[config.mk]
export PLATFORM = sky130hd
export DESIGN_NAME = cacr_router
export DESIGN_NICKNAME = d
export VERILOG_FILES = /design/src/core/cacr_pkg.sv /design/src/core/cacr_router.sv
export SDC_FILE = /design/constraint.sdc
export NUM_CORES = 1
export LEC_CHECK = 0
export BUFFER_PORTS_ARGS = -buffer_cell sky130_fd_sc_hd__buf_4
export CAP_MARGIN = 20
export CORE_MARGIN = 2
export CORE_UTILIZATION = 39
export DETAILED_ROUTE_END_ITERATION = 8
export PLACE_DENSITY = 0.71
export REMOVE_ABC_BUFFERS = 1
export SYNTH_ARGS = -nofsm -noshare
export SYNTH_HDL_FRONTEND = slang
export SYNTH_SLANG_ARGS = --single-unit
export TNS_END_PERCENT = 30
[constraint.sdc]
create_clock -name clk_in -period 2.71 [get_ports clk_in]
set_input_delay 0.542 -clock clk_in [delete_from_list [all_inputs] [get_ports clk_in]]
set_output_delay 0.542 -clock clk_in [all_outputs]
set_load 0.05 [all_outputs]
[src/core/cacr_pkg.sv]
// Constants, field layout and types for the configuration access router.
package cacr_pkg;

    // ****************************************************************
    // Processor I/O addresses of the two registers
    // ****************************************************************
    localparam logic [15:0] CFG_SELECT_ADDR = 16'h0cf8;
    localparam logic [15:0] CFG_DATA_ADDR   = 16'h0cfc;
    localparam logic [3:0]  FULL_DWORD_BE   = 4'hf;

    // ****************************************************************
    // Select register layout and reset value
    // ****************************************************************
    localparam int          ENABLE_BIT      = 31;
    localparam int          BUS_LSB         = 16;
    localparam int          DEV_LSB         = 11;
    localparam int          FUNC_LSB        = 8;
    localparam int          REG_LSB         = 2;
    localparam logic [31:0] SELECT_RESET    = 32'h0000_0000;
    localparam logic [31:0] SELECT_WR_MASK  = 32'hffff_fffc;

    // ****************************************************************
    // Internal device numbers on logical bus 0
    // ****************************************************************
    localparam logic [4:0]  DEV_HUB_BRIDGE  = 5'h00;
    localparam logic [4:0]  DEV_GFX_BRIDGE  = 5'h01;
    localparam logic [4:0]  DEV_STREAM_PORT = 5'h03;
    localparam logic [4:0]  DEV_OVERFLOW    = 5'h06;

    // ****************************************************************
    // Cycle encodings and fixed values
    // ****************************************************************
    localparam logic [1:0]  ADDR_TYPE1_CODE = 2'h1;
    localparam logic [1:0]  ADDR_TYPE0_CODE = 2'h0;
    localparam logic [7:0]  PRIMARY_BUS_NUM = 8'h00;
    localparam logic [31:0] NO_TARGET_DATA  = 32'hffff_ffff;

    typedef enum logic [1:0] {
        TGT_INTERNAL,
        TGT_HUB_LINK,
        TGT_GFX_PORT
    } cacr_target_t;

endpackage

[src/core/cacr_router.sv]
// Configuration select/data decode and routing of configuration cycles.
`timescale 1ns/100ps
// Overview of operation
// RULE1: Capture select register at 0CF8h-0CFBh.
// RULE2: Data window at 0CFCh-0CFFh reaches selected bytes.
// RULE3: Cycles only when select enable bit set.
// RULE4: Host loads select with full doubleword write.
// RULE5: Each window access becomes one configuration cycle.
// RULE6: Eight functions, 256 byte registers each.
// RULE7: Bus field 23:16; zero means bus 0.
// RULE8: Bus 0 device 0 is hub bridge.
// RULE9: Bus 0 device 1 is graphics bridge.
// RULE10: Bus 0 devices 3 and 6 internal too.
// RULE11: Bus outside secondary..subordinate goes hub Type 1.
// RULE12: Hub Type 1 address bits 1:0 are 01.
// RULE13: Select bits 31:2 copied to address 31:2.
// RULE14: Bus equal secondary gives graphics Type 0.
// RULE15: Type 0 device n drives one-hot idsel.
// RULE16: Bus above secondary, within subordinate: graphics Type 1.
// RULE17: Graphics bridge primary bus number reads zero.
// RULE18: Software scans bus 0, then numbers bridges.
// RULE19: Byte or word select accesses pass downstream.
// RULE20: Internal devices ignore nonzero function numbers.
// RULE21: Enable clear means no configuration cycle.
module cacr_router
    import cacr_pkg::*;
(
    input  wire logic                   clk_in,
    input  wire logic                   rst_n_in,
    input  wire logic                   ce_in,
    input  wire logic                   io_req_in,
    input  wire logic                   io_write_in,
    input  wire logic [15:0]            io_addr_in,
    input  wire logic [3:0]             io_be_in,
    input  wire logic [31:0]            io_wdata_in,
    input  wire logic [7:0]             sec_bus_in,
    input  wire logic [7:0]             sub_bus_in,
    input  wire logic                   cyc_done_in,
    input  wire logic [31:0]            cyc_rdata_in,
    output logic                        io_ack_out,
    output logic [31:0]                 io_rdata_out,
    output logic                        io_pass_out,
    output logic                        cyc_valid_out,
    output logic                        cyc_write_out,
    output cacr_pkg::cacr_target_t      cyc_target_out,
    output logic                        cyc_type1_out,
    output logic [31:0]                 cyc_addr_out,
    output logic [3:0]                  cyc_be_out,
    output logic [31:0]                 cyc_wdata_out,
    output logic [7:0]                  pri_bus_num_out
);
    import cacr_pkg::*;

    // ****************************************************************
    // Idsel decode
    // ****************************************************************
    function automatic logic [15:0] idsel_of(input logic [4:0] dev);
        idsel_of = dev[4] ? 16'h0000 : (16'h0001 << dev[3:0]); // [RULE15]
    endfunction

    typedef enum {ST_IDLE, ST_CYCLE} cacr_state_t;

    cacr_state_t  state_reg;
    logic [31:0]  select_reg;

    // ****************************************************************
    // Request decode
    // ****************************************************************
    wire        take       = ce_in && state_reg == ST_IDLE && io_req_in && !io_ack_out;
    wire        sel_hit    = io_addr_in[15:2] == CFG_SELECT_ADDR[15:2];        // [RULE1]
    wire        data_hit   = io_addr_in[15:2] == CFG_DATA_ADDR[15:2];          // [RULE2]
    wire        full_dword = io_be_in == FULL_DWORD_BE;
    wire        sel_cap    = sel_hit && full_dword;
    wire [7:0]  bus_num    = select_reg[BUS_LSB +: 8];                         // [RULE7]
    wire [4:0]  dev_num    = select_reg[DEV_LSB +: 5];
    wire [2:0]  func_num   = select_reg[FUNC_LSB +: 3];                        // [RULE6]
    wire [5:0]  reg_num    = select_reg[REG_LSB +: 6];
    wire        cfg_on     = select_reg[ENABLE_BIT];                           // [RULE3]
    wire        bus_zero   = bus_num == 8'h00;
    wire        dev_inside = dev_num == DEV_HUB_BRIDGE                          // [RULE8]
                          || dev_num == DEV_GFX_BRIDGE                          // [RULE9]
                          || dev_num == DEV_STREAM_PORT                         // [RULE10]
                          || dev_num == DEV_OVERFLOW;
    wire        to_inside  = bus_zero && dev_inside;
    wire        to_gfx0    = !bus_zero && bus_num == sec_bus_in;               // [RULE14]
    wire        to_gfx1    = !bus_zero && bus_num > sec_bus_in
                          && bus_num <= sub_bus_in;                           // [RULE16]
    wire        refuse     = !cfg_on || (to_inside && func_num != 3'h0);       // [RULE21] [RULE20]

    // Bus 0 devices that are not ours go to the hub link as Type 0; any nonzero bus
    // number outside the graphics window goes there as Type 1.
    wire cacr_target_t route_tgt = to_inside ? TGT_INTERNAL :
                                   (to_gfx0 || to_gfx1) ? TGT_GFX_PORT :
                                   TGT_HUB_LINK;                             // [RULE11]
    wire        route_t1   = !bus_zero && !to_gfx0;
    wire [31:0] t1_addr    = {select_reg[31:2], ADDR_TYPE1_CODE};              // [RULE12] [RULE13]
    wire [31:0] t0_gfx     = {idsel_of(dev_num), 5'h00, func_num, reg_num,
                              ADDR_TYPE0_CODE};                               // [RULE15]
    wire [31:0] t0_plain   = {select_reg[31:2], ADDR_TYPE0_CODE};
    wire [31:0] route_addr = route_t1 ? t1_addr : (to_gfx0 ? t0_gfx : t0_plain);

    // ****************************************************************
    // Select register and sequencing
    // ****************************************************************
    always_ff @(posedge clk_in) begin
        if (!rst_n_in) begin
            state_reg       <= ST_IDLE;
            select_reg      <= SELECT_RESET;
            io_ack_out      <= 1'b0;
            io_rdata_out    <= 32'h0000_0000;
            io_pass_out     <= 1'b0;
            cyc_valid_out   <= 1'b0;
            cyc_write_out   <= 1'b0;
            cyc_target_out  <= TGT_INTERNAL;
            cyc_type1_out   <= 1'b0;
            cyc_addr_out    <= 32'h0000_0000;
            cyc_be_out      <= 4'h0;
            cyc_wdata_out   <= 32'h0000_0000;
            pri_bus_num_out <= PRIMARY_BUS_NUM;
        end else if (ce_in) begin
            pri_bus_num_out <= PRIMARY_BUS_NUM;                                // [RULE17]
            io_ack_out      <= 1'b0;
            io_pass_out     <= 1'b0;
            case (state_reg)
                ST_IDLE: begin
                    if (take && sel_cap) begin
                        io_ack_out   <= 1'b1;
                        io_rdata_out <= select_reg;
                        if (io_write_in) begin
                            select_reg <= io_wdata_in & SELECT_WR_MASK;        // [RULE1]
                        end
                    end else if (take && data_hit && !refuse) begin
                        state_reg      <= ST_CYCLE;                            // [RULE5]
                        cyc_valid_out  <= 1'b1;
                        cyc_write_out  <= io_write_in;
                        cyc_target_out <= route_tgt;
                        cyc_type1_out  <= route_t1;
                        cyc_addr_out   <= route_addr;
                        cyc_be_out     <= io_be_in;
                        cyc_wdata_out  <= io_wdata_in;
                    end else if (take && data_hit) begin
                        io_ack_out   <= 1'b1;                                  // [RULE21]
                        io_rdata_out <= NO_TARGET_DATA;
                    end else if (take) begin
                        // Partial select accesses and foreign ports go downstream.
                        io_pass_out <= 1'b1;                                   // [RULE19]
                        io_ack_out  <= 1'b1;
                        io_rdata_out <= 32'h0000_0000;
                    end
                end
                ST_CYCLE: begin
                    if (cyc_done_in) begin
                        state_reg     <= ST_IDLE;
                        cyc_valid_out <= 1'b0;
                        io_ack_out    <= 1'b1;
                        io_rdata_out  <= cyc_write_out ? 32'h0000_0000 : cyc_rdata_in;
                    end
                end
                default: begin
                    state_reg     <= ST_IDLE;
                    cyc_valid_out <= 1'b0;
                end
            endcase
        end
    end

    // ****************************************************************
    // Checks
    // ****************************************************************
    sel_write_a: assert property (@(posedge clk_in) disable iff (!rst_n_in) // [RULE1]
        take && sel_cap && io_write_in |=> io_ack_out && !cyc_valid_out
            && select_reg == ($past(io_wdata_in) & SELECT_WR_MASK))
        else $error("select register write not captured");

    window_cycle_a: assert property (@(posedge clk_in) disable iff (!rst_n_in) // [RULE5]
        take && data_hit && !refuse |=> cyc_valid_out && !io_ack_out
            && cyc_write_out == $past(io_write_in) && cyc_be_out == $past(io_be_in))
        else $error("window access did not start a cycle");

    cfg_disabled_a: assert property (@(posedge clk_in) disable iff (!rst_n_in) // [RULE21]
        take && data_hit && !cfg_on |=> !cyc_valid_out && io_ack_out
            && io_rdata_out == NO_TARGET_DATA)
        else $error("cycle produced while disabled");

    func_ignore_a: assert property (@(posedge clk_in) disable iff (!rst_n_in) // [RULE20]
        take && data_hit && cfg_on && to_inside && func_num != 3'h0
            |=> !cyc_valid_out && io_ack_out)
        else $error("internal device answered nonzero function");

    partial_pass_a: assert property (@(posedge clk_in) disable iff (!rst_n_in) // [RULE19]
        take && sel_hit && !full_dword |=> io_pass_out && io_ack_out
            && select_reg == $past(select_reg))
        else $error("partial select access was captured");

    hub_type1_a: assert property (@(posedge clk_in) disable iff (!rst_n_in) // [RULE12]
        cyc_valid_out && cyc_target_out == TGT_HUB_LINK && cyc_type1_out
            |-> cyc_addr_out[1:0] == ADDR_TYPE1_CODE
            && cyc_addr_out[31:2] == select_reg[31:2]
            && (bus_num < sec_bus_in || bus_num > sub_bus_in))
        else $error("hub link Type 1 address wrong");

    gfx_idsel_a: assert property (@(posedge clk_in) disable iff (!rst_n_in) // [RULE15]
        cyc_valid_out && cyc_target_out == TGT_GFX_PORT && !cyc_type1_out
            |-> bus_num == sec_bus_in && $onehot0(cyc_addr_out[31:16])
            && (cyc_addr_out[31:16] == 16'h0000) == dev_num[4])
        else $error("graphics Type 0 idsel wrong");

    gfx_type1_a: assert property (@(posedge clk_in) disable iff (!rst_n_in) // [RULE16]
        take && data_hit && cfg_on && to_gfx1 |=> cyc_valid_out
            && cyc_target_out == TGT_GFX_PORT && cyc_type1_out)
        else $error("graphics Type 1 not routed");

    inside_route_a: assert property (@(posedge clk_in) disable iff (!rst_n_in) // [RULE9] [RULE10]
        take && data_hit && cfg_on && bus_zero && func_num == 3'h0
            && (dev_num == DEV_GFX_BRIDGE || dev_num == DEV_OVERFLOW)
            |=> cyc_target_out == TGT_INTERNAL && !cyc_type1_out)
        else $error("internal device not selected");

    primary_zero_a: assert property (@(posedge clk_in) disable iff (!rst_n_in) // [RULE17]
        ##1 pri_bus_num_out == PRIMARY_BUS_NUM)
        else $error("primary bus number not zero");

    // ****************************************************************
    // Handshake and cycle framing checks
    // ****************************************************************
    // A frozen clock enable may stretch any output, so the pulse checks
    // below only expect a change on edges where the enable was high.

    pass_with_ack_a: assert property (@(posedge clk_in) disable iff (!rst_n_in) // [RULE19]
        io_pass_out |-> io_ack_out)
        else $error("pass strobe without acknowledge");

    ack_pulse_a: assert property (@(posedge clk_in) disable iff (!rst_n_in) // [RULE5]
        io_ack_out && ce_in |=> !io_ack_out)
        else $error("acknowledge longer than one cycle");

    state_match_a: assert property (@(posedge clk_in) disable iff (!rst_n_in) // [RULE5]
        cyc_valid_out == (state_reg == ST_CYCLE))
        else $error("cycle strobe and state disagree");

    busy_no_take_a: assert property (@(posedge clk_in) disable iff (!rst_n_in) // [RULE5]
        cyc_valid_out |-> !take)
        else $error("request taken during a cycle");

    cycle_hold_a: assert property (@(posedge clk_in) disable iff (!rst_n_in) // [RULE5]
        cyc_valid_out && !cyc_done_in |=> cyc_valid_out && $stable(cyc_addr_out)
            && $stable(cyc_wdata_out) && $stable(cyc_be_out))
        else $error("cycle fields changed before completion");

    cycle_end_a: assert property (@(posedge clk_in) disable iff (!rst_n_in) // [RULE5]
        cyc_valid_out && cyc_done_in && ce_in |=> !cyc_valid_out && io_ack_out)
        else $error("completed cycle not acknowledged");

    read_return_a: assert property (@(posedge clk_in) disable iff (!rst_n_in) // [RULE2]
        cyc_valid_out && cyc_done_in && ce_in && !cyc_write_out
            |=> io_rdata_out == $past(cyc_rdata_in))
        else $error("read data not returned to host");

    wdata_copy_a: assert property (@(posedge clk_in) disable iff (!rst_n_in) // [RULE5]
        take && data_hit && !refuse |=> cyc_wdata_out == $past(io_wdata_in))
        else $error("write data not carried into cycle");

    // ****************************************************************
    // Select register and routing checks
    // ****************************************************************
    // The select register may only move on a captured doubleword write;
    // anything else must leave the routing of the next cycle untouched.

    select_hold_a: assert property (@(posedge clk_in) disable iff (!rst_n_in) // [RULE1]
        !(take && sel_cap && io_write_in) |=> $stable(select_reg))
        else $error("select register changed without capture");

    select_low_a: assert property (@(posedge clk_in) disable iff (!rst_n_in) // [RULE13]
        select_reg[1:0] == 2'h0)
        else $error("select register low bits not zero");

    hub_type0_a: assert property (@(posedge clk_in) disable iff (!rst_n_in) // [RULE7]
        cyc_valid_out && cyc_target_out == TGT_HUB_LINK && !cyc_type1_out
            |-> bus_zero && !dev_inside && cyc_addr_out[1:0] == ADDR_TYPE0_CODE)
        else $error("hub link Type 0 routed wrongly");

    internal_func_a: assert property (@(posedge clk_in) disable iff (!rst_n_in) // [RULE20]
        cyc_valid_out && cyc_target_out == TGT_INTERNAL
            |-> bus_zero && func_num == 3'h0 && !cyc_type1_out)
        else $error("internal cycle with nonzero function");

    gfx_t1_addr_a: assert property (@(posedge clk_in) disable iff (!rst_n_in) // [RULE16]
        cyc_valid_out && cyc_target_out == TGT_GFX_PORT && cyc_type1_out
            |-> cyc_addr_out == {select_reg[31:2], ADDR_TYPE1_CODE}
            && bus_num > sec_bus_in && bus_num <= sub_bus_in)
        else $error("graphics Type 1 address wrong");

    gfx_fields_a: assert property (@(posedge clk_in) disable iff (!rst_n_in) // [RULE15]
        cyc_valid_out && cyc_target_out == TGT_GFX_PORT && !cyc_type1_out
            |-> cyc_addr_out[10:2] == select_reg[10:2]
            && cyc_addr_out[15:11] == 5'h00)
        else $error("graphics Type 0 low fields wrong");

endmodule // cacr_router

==> flow_summary.json, run 1 <==
{
  "status": "finished clean",
  "yosys_register_bits": 135,
  "fmax_mhz": 417,
  "cp.required_ns": 3.07,
  "tritoncts": "done",
  "root_buffer": "clkbuf_16",
  "dieHeight_um": 129,
  "path_depth": 5,
  "clock_path_buffers": 2,
  "p_per_area_mw_per_mm2": 546,
  "critPathTopFamily": "simple AND/OR/NAND/NOR gates",
  "ys_seq_area_share_pct": 44.6,
  "antenna_found_initial": 0,
  "top_regs": "cyc_wdata_out: 32 flops, io_rdata_out: 32 flops, cyc_addr_out: 31 flops",
  "num_vias": 5662,
  "grt_setup_unrepaired": "no",
  "reg2reg_from": "select_reg[16]",
  "rr_worst_depth": 5,
  "crit_path_cell_trace": "nor4_1 -> nand4_1 -> o2111a_2 -> nor2_4 -> o211a_1",
  "syn_area_mm2": 0.00606,
  "rows": 45,
  "grt_start_max_net_pins": 68,
  "drc_errors": 0,
  "cp.buffers_inverters": 0,
  "initial_core_util_pct": 39.8,
  "syn_avg_cell_area_um2": 9.08,
  "die_w_um": 129,
  "maxCapViolations": 0,
  "relSlewSlack_pct": 39.7,
  "grt_pass1_wl_um": 28100,
  "drtIter0Drc": 301,
  "cts.sinks": 135,
  "slowest_stage": "nor2_4",
  "path_max_fanout": 33,
  "holdCritStartpoint": "io_wdata_in[17]",
  "ant_nets": 0,
  "yosysWarnings": 0,
  "leakage_nw": 3.98,
  "worstSetupEndpoint": "io_rdata_out[22]",
  "cts_made_buffers": 17,
  "post-place-ws_ns": 0.0935,
  "area_growth_pct": 38.0,
  "grt-ovfl-total": 0,
  "num_antenna_cells": 0,
  "period_needed_ns": 2.40,
  "final-instance-count-excl-fill": 1066,
  "cp-startpoint": "select_reg[16]",
  "worst-r2r-setup-slack_ns": 0.31,
  "worst_setup_path_start_kind": "flop",
  "htree_levels": 4,
  "place_congestion": 0.759,
  "io_buffer_count": 209,
  "via_per_inst": 5.31,
  "clk_pin_slew_ns": 0.06,
  "fin_ws_ns": 0.310,
  "worstMarginPinSlew_ns": 0.903,
  "setup_tns_ns": 0,
  "fin_area_mm2": 0.00836,
  "cts_hold_buf": 0,
  "drive_above_1_share_pct": 31.8,
  "dr.pass1.iters": 4,
  "avgRoutedWirePerCell_um": 16.6,
  "setup_viol": 0,
  "place_hpwl_um": 12400,
  "finClkSkew_ns": 0.00529,
  "wirelength_um": 17700,
  "crit_path_end_kind": "flop",
  "cpPeakStageDelay_ns": 0.67,
  "finalMaxSlewViolations": 0,
  "synth-edff-count": 0,
  "placedCellCount": 1038,
  "grt_usage_pct": 21.5,
  "synth-main-ff-cell": "dfxtp_1",
  "vdd.ir_drop.worst_uv": 395,
  "worstPathArrival_ns": 2.75,
  "fin_crit_sh_pct": 88.5,
  "critical_path_class": "flop to flop",
  "min-delay-path-class": "input pin to flop",
  "core-area_mm2": 0.0152,
  "first_global_vias": 5386,
  "synth_cell_types": 49,
  "nets": 991,
  "nFillCells": 1418,
  "cts_resized": 0,
  "async_flop_share_pct": 0,
  "dpl_cell_area_mm2": 0.00784,
  "ios": 221,
  "clkLatencyLatePin_ns": 0.41,
  "power_mw": 4.56,
  "final-hold-violation-count": 0,
  "cts_setup_buffers": 0,
  "post-route-util_pct": 55.0,
  "die_area_mm2": 0.0165,
  "reg2reg_to": "io_rdata_out[22]",
  "synth_cells": 667,
  "fin_hold_ws_ns": 0.381
}
-- routing by layer --
metal	GRT usage, %	vias up	wire length (um)
li1	-	2758	-
met4	6.27	0	242
met1	29.3	2672	8290
met5	0	-	0
met2	33.7	209	7890
met3	5.65	23	1230
-- worst min-delay path by stage --
stage / slack, ns / endpoint / cells past startpoint
2_1_floorplan: 0.44 / select_reg[25] / 2
3_3_place_gp: 0.44 / cyc_addr_out[12] / 2
3_5_place_dp: 0.45 / cyc_wdata_out[16] / 2
4_1_cts: 0.37 / cyc_be_out[2] / 3
5_1_grt: 0.37 / cyc_wdata_out[23] / 3
6_report: 0.38 / cyc_wdata_out[17] / 3
-- worst reg2reg max path: stages (launching register included) --
cell	delay [ns]
dfxtp_1	0.31
nor4_1	0.46
nand4_1	0.28
o2111a_2	0.38
nor2_4	0.67
o211a_1	0.24
-- power breakdown --
| part | switching (mW) | internal, mW | leakage, nW | total, mW |
|---|---|---|---|---|
| registers | 0.0169 | 2.02 | 1.09 | 2.03 |
| logic | 0.263 | 0.212 | 2.64 | 0.474 |
| clock network | 0.813 | 1.24 | 0.254 | 2.05 |
| total | 1.09 | 3.47 | 3.98 | 4.56 |
-- synth_stat cells, types with 9 or more instances --
library cell / count / area share, %
a21boi_1: 75 / 9.3
a221o_1: 30 / 5.0
buf_2: 15 / 1.2
buf_4: 14 / 1.7
clkbuf_1: 31 / 1.9
dfxtp_1: 135 / 45
ha_1: 16 / 3.3
inv_1: 16 / 0.99
nand2_1: 179 / 11
o211a_1: 44 / 7.3
o311ai_0: 9 / 1.3
-- cell families (layout without fill, tap and decap cells) --
family	after synthesis	in the layout	share of synthesized area (%)
AND/OR/NAND/NOR	233	233	17.0
AO/OA/AOI/OAI	198	198	27.7
other	1	9	0.0619
flip-flops	135	135	44.6
adder cells (fa/ha/maj)	16	16	3.31
buffers and inverters	83	286	7.19
XOR/XNOR	1	1	0.145
-- cells in the final DEF (no fill, tap or decap), drive strengths merged, types with 3 or more instances in the layout --
master	instances
a21boi	83
conb	9
a211oi	4
nor4	7
nand4	6
buf	242
a221o	30
inv	16
nand2b	4
dfxtp	135
nor3b	4
nand3	8
nor2	8
clkbuf	24
ha	16
a21oi	8
clkinv	3
o211ai	3
nor2b	4
o21ai	3
o211a	44
o311ai	12
nand2	179
-- cell type report --
class	instances	area, um2	share of cell area, %
sequential	135	2700	32.3
inverter	16	60.1	0.718
timing repair buffer	242	1870	22.3
multi-input combinational	457	2980	35.7
tap	188	235	2.81
clock inverter	4	22.5	0.269
clock buffer	24	492	5.88
Power figures use the tool's default switching activity.
==> inputs of run 2 (changes only) <==
- clock period: 2.71 -> 3 ns (I/O delays scaled with it)
==> run 2 against run 1 <==
  * Sequential power fell by 9%
  * Maximum frequency fell by 8.5%
  * First-iteration DRC count fell by 6.0%
  * Register-to-register slack improved by 0.07 ns
  * Global-route usage fell by 0.38 points
==> flow_summary.json, run 2 (same netlist as run 1, synthesis figures left out) <==
{
  "worst-r2r-setup-slack_ns": 0.38,
  "hold_path_depth": 3,
  "clkLatencyLatePin_ns": 0.41,
  "cts_resized": 0,
  "post-place-ws_ns": 0.307,
  "p_per_area_mw_per_mm2": 526,
  "nets": 975,
  "cts_made_buffers": 17,
  "final_cell_mix": "buf_4, nand2_1, dfxtp_1",
  "num_antenna_cells": 0,
  "dr.pass1.iters": 5,
  "nFillCells": 1416,
  "cts.sinks": 135,
  "ios": 221,
  "drive_above_1_share_pct": 30.6,
  "path_max_fanout": 33,
  "fmax_mhz": 381,
  "place_hpwl_um": 11800,
  "cts_hold_buf": 0,
  "top_regs": "cyc_wdata_out: 32 flops, io_rdata_out: 32 flops, cyc_addr_out: 31 flops",
  "avgRoutedWirePerCell_um": 16.4,
  "io_buffer_count": 209,
  "crit_path_cell_trace": "nor4_1 -> nand4_1 -> o2111a_2 -> nor2_4 -> o211a_1",
  "placedCellCount": 1022,
  "area_growth_pct": 37.6,
  "grt_usage_pct": 21.1,
  "critical_path_class": "flop to flop",
  "worstPathArrival_ns": 2.97,
  "grt_pass1_wl_um": 27500,
  "final-instance-count-excl-fill": 1053,
  "fin_ws_ns": 0.378,
  "crit_path_end_kind": "flop",
  "clk_pin_slew_ns": 0.06,
  "setup_viol": 0,
  "rr_worst_depth": 5,
  "core-area_mm2": 0.0152,
  "cts_setup_buffers": 0,
  "drtIter0Drc": 283,
  "critPathTopFamily": "simple AND/OR/NAND/NOR gates",
  "finClkSkew_ns": 0.00674,
  "final_common_cell": "buf_4",
  "num_vias": 5611,
  "hold_path_end": "cyc_wdata_out[0]",
  "tritoncts": "done",
  "cp.buffers_inverters": 0,
  "clock_path_buffers": 2,
  "worst_setup_path_start_kind": "flop",
  "period_needed_ns": 2.62,
  "dieHeight_um": 129,
  "first_global_vias": 5333,
  "grt-ovfl-total": 0,
  "power_mw": 4.38,
  "fin_crit_sh_pct": 87.4,
  "drc_errors": 0,
  "status": "finished clean",
  "holdCritStartpoint": "io_wdata_in[0]",
  "initial_core_util_pct": 39.8,
  "antenna_found_initial": 0,
  "relSlewSlack_pct": 41.1,
  "cpPeakStageDelay_ns": 0.70,
  "reg2reg_from": "select_reg[20]",
  "die_w_um": 129,
  "leakage_nw": 3.94,
  "wirelength_um": 17300,
  "maxCapViolations": 0,
  "root_buffer": "clkbuf_16",
  "die_area_mm2": 0.0165,
  "htree_levels": 4,
  "rows": 45,
  "ant_nets": 0,
  "final-hold-violation-count": 0,
  "regArea_mm2": 0.00270,
  "grt_start_max_net_pins": 72,
  "reg2reg_to": "io_rdata_out[9]",
  "finalMaxSlewViolations": 0,
  "cp.required_ns": 3.35,
  "multi_input_area_mm2": 0.00298,
  "worstMarginPinSlew_ns": 0.882,
  "min-delay-path-class": "input pin to flop",
  "via_per_inst": 5.33,
  "place_congestion": 0.759,
  "slowest_stage": "nor2_4",
  "vdd.ir_drop.worst_uv": 344,
  "grt_setup_unrepaired": "no"
}
==> run 2: changes by cell type in the layout (fill, tap and decap cells not counted) <==
cell	previous run	this run
clkbuf_8	4	3
clkinv_4	0	1
bufinv_16	0	3
nor4_1	5	6
nor4_2	1	0
buf_4	238	221
buf_12	4	5
==> run 2: worst register-to-register path: stages, from the launching register on <==
cell and delay, ns:
dfxtp_1 0.41, nor4_1 0.54, nand4_1 0.27, o2111a_2 0.40, nor2_4 0.70, o211a_1 0.23
==> run 2: metal layers <==
metal	GRT usage [%]	wire length (um)
met1	27.8	7950
met2	34.5	7870
met3	5.41	1270
met4	5.88	213
met5	0	0
==> run 2: per-stage QoR <==
step | instance area (um2) | util (%) | hold slack, ns | setup TNS [ns]
2_1_floorplan | 5710 | - | 0.444 | -20.16
3_3_place_gp | 7730 | 50.9 | 0.440 | 0
3_5_place_dp | 7730 | 50.9 | 0.445 | 0
4_1_cts | 8330 | 54.8 | 0.423 | 0
5_1_grt | 8330 | 54.8 | 0.427 | 0
6_report | 8330 | 54.8 | 0.442 | 0
==> run 2: worst max-delay path by stage <==
stage                     slack [ns]                to      startpoint  cells past startpoint
after floorplan                -0.39   io_rdata_out[0]   io_addr_in[8]                      6
after global placement          0.33  cyc_addr_out[29]   sec_bus_in[7]                      9
after detailed placement        0.31  cyc_addr_out[16]   sec_bus_in[7]                     10
after CTS                       0.32  io_rdata_out[11]  select_reg[20]                      5
after global routing            0.21  io_rdata_out[19]  select_reg[20]                      5
final                           0.38   io_rdata_out[9]  select_reg[20]                      5
==> run 2: final cells by class <==
| cell class | count | share of cell area (%) |
|---|---|---|
| Tap cell | 188 | 2.82 |
| Timing Repair Buffer | 226 | 21.1 |
| Clock inverter | 8 | 1.46 |
| Sequential cell | 135 | 32.4 |
| Multi-Input combinational cell | 457 | 35.7 |
| Clock buffer | 23 | 5.74 |
| Inverter | 16 | 0.721 |
==> run 2: where the power goes <==
part	switching (mW)	leakage (nW)	internal, mW
logic	0.237	2.55	0.190
clock network	0.753	0.293	1.37
registers	0.0158	1.09	1.82
total	1.01	3.94	3.38
==> inputs of run 3 (changes only) <==
- CTS_BUF_LIST: not set -> sky130_fd_sc_hd__clkbuf_8 sky130_fd_sc_hd__clkbuf_16
- TNS_END_PERCENT: 30 -> not set
==> run 3 against run 2 <==
  * Maximum frequency down 0.29%
  * Largest cell class unchanged
  * Setup slack lost 0.0077 ns
  * Sequential share of layout area unchanged
  * Final area did not move
  * Count of clock-buffer cells in the layout fell by 3
  * Die area unchanged
  * Critical path type unchanged
  * Total power decreased by 0.21%
  * Largest power group unchanged
==> flow_summary.json, run 3 (same netlist as run 1, synthesis figures left out) <==
{
  "status": "finished clean",
  "dr.pass1.iters": 5,
  "final_cell_mix": "buf_4, nand2_1, dfxtp_1",
  "grt_pass1_wl_um": 27500,
  "crit_path_end_kind": "flop",
  "clk_pin_slew_ns": 0.06,
  "worstPathArrival_ns": 2.98,
  "regArea_mm2": 0.00270,
  "worstMarginPinSlew_ns": 0.880,
  "final-hold-violation-count": 0,
  "min-delay-path-class": "input pin to flop",
  "cts_made_buffers": 17,
  "cts_hold_buf": 0,
  "initial_core_util_pct": 39.8,
  "cpPeakStageDelay_ns": 0.70,
  "clkLatencyLatePin_ns": 0.41,
  "dpl_cell_area_mm2": 0.00773,
  "rows": 45,
  "nets": 975,
  "drc_errors": 0,
  "slowest_stage": "nor2_4",
  "place_hpwl_um": 11800,
  "die_w_um": 129,
  "power_mw": 4.37,
  "grt_usage_pct": 21.1,
  "die_area_mm2": 0.0165,
  "ios": 221,
  "core-area_mm2": 0.0152,
  "cts.sinks": 135,
  "period_needed_ns": 2.63,
  "leakage_nw": 3.95,
  "reg2reg_from": "select_reg[20]",
  "via_per_inst": 5.34,
  "holdCritStartpoint": "io_wdata_in[0]",
  "cts_setup_buffers": 0,
  "fin_area_mm2": 0.00833,
  "clock_path_buffers": 2,
  "num_vias": 5623,
  "relSlewSlack_pct": 41.2,
  "p_per_area_mw_per_mm2": 525,
  "path_max_fanout": 33,
  "critPathTopFamily": "simple AND/OR/NAND/NOR gates",
  "grt_setup_unrepaired": "no",
  "dieHeight_um": 129,
  "worst-r2r-setup-slack_ns": 0.37,
  "drtIter0Drc": 284,
  "finClkSkew_ns": 0.00691,
  "maxCapViolations": 0,
  "crit_path_cell_trace": "nor4_1 -> nand4_1 -> o2111a_2 -> nor2_4 -> o211a_1",
  "setup_viol": 0,
  "place_congestion": 0.759,
  "antenna_found_initial": 0,
  "grt_start_max_net_pins": 72,
  "fin_crit_sh_pct": 87.7,
  "tritoncts": "done",
  "ant_nets": 0,
  "cp.buffers_inverters": 0,
  "top_regs": "cyc_wdata_out: 32 flops, io_rdata_out: 32 flops, cyc_addr_out: 31 flops",
  "cts_resized": 0,
  "drive_above_1_share_pct": 30.6,
  "critical_path_class": "flop to flop",
  "worst_setup_path_start_kind": "flop",
  "cp-startpoint": "select_reg[20]",
  "num_antenna_cells": 0,
  "grt-ovfl-total": 0,
  "fmax_mhz": 380,
  "fin_hold_ws_ns": 0.442,
  "finalMaxSlewViolations": 0,
  "placedCellCount": 1022,
  "root_buffer": "clkbuf_16",
  "cp.required_ns": 3.35,
  "vdd.ir_drop.worst_uv": 345,
  "multi_input_area_mm2": 0.00298,
  "wirelength_um": 17300,
  "setup_tns_ns": 0,
  "htree_levels": 4,
  "io_buffer_count": 209,
  "first_global_vias": 5333,
  "final-instance-count-excl-fill": 1053,
  "nFillCells": 1416,
  "final_common_cell": "buf_4",
  "avgRoutedWirePerCell_um": 16.4,
  "area_growth_pct": 37.6
}
run 3: changes by cell type in the layout (fill, tap and decap cells not counted), sizes merged:
cell,before,now
clkbuf,23,20
inv,16,19
run 3: path summary, 6_finish.rpt:
kind	end	cells past startpoint
min	cyc_wdata_out[0]	3
max reg2reg	io_rdata_out[25]	5
max	io_rdata_out[25]	5
min reg2reg	cyc_addr_out[8]	2
run 3: area by class of cell:
cell class	count	area share (%)
multi-input combinational	457	35.7
timing repair buffer	226	21.1
tap	188	2.82
clock inverter	11	1.59
sequential	135	32.4
inverter	16	0.721
clock buffer	20	5.60
run 3: through the flow:
stage | utilization (%) | setup slack, ns
after detailed placement | 50.9 | 0.307
after global routing | 54.8 | 0.213
after global placement | 50.9 | 0.332
after CTS | 54.8 | 0.320
after floorplan | - | -0.388
final | 54.8 | 0.370
run 3: worst register-to-register path, delay by kind of cell, from the launching register on:
kind,cells,cell delay [ns]
simple gates,3,1.52
flops,1,0.41
compound gates,2,0.65
run 3: per-layer routing:
metal  GRT usage, %  routed length, um  up-vias  part of all wire (%)
met5              0                  0        -                     0
met4           5.88                213        0                   1.2
met3           5.41               1250       18                   7.2
met2           34.5               7900      207                    46
met1           27.8               7960     2666                    46
li1               -                  -     2732                     -
run 3: report_power, final:
| group | internal (mW) | switching (mW) | total (mW) |
|---|---|---|---|
| Combinational | 0.190 | 0.237 | 0.427 |
| Clock | 1.36 | 0.754 | 2.11 |
| Sequential | 1.82 | 0.0158 | 1.84 |
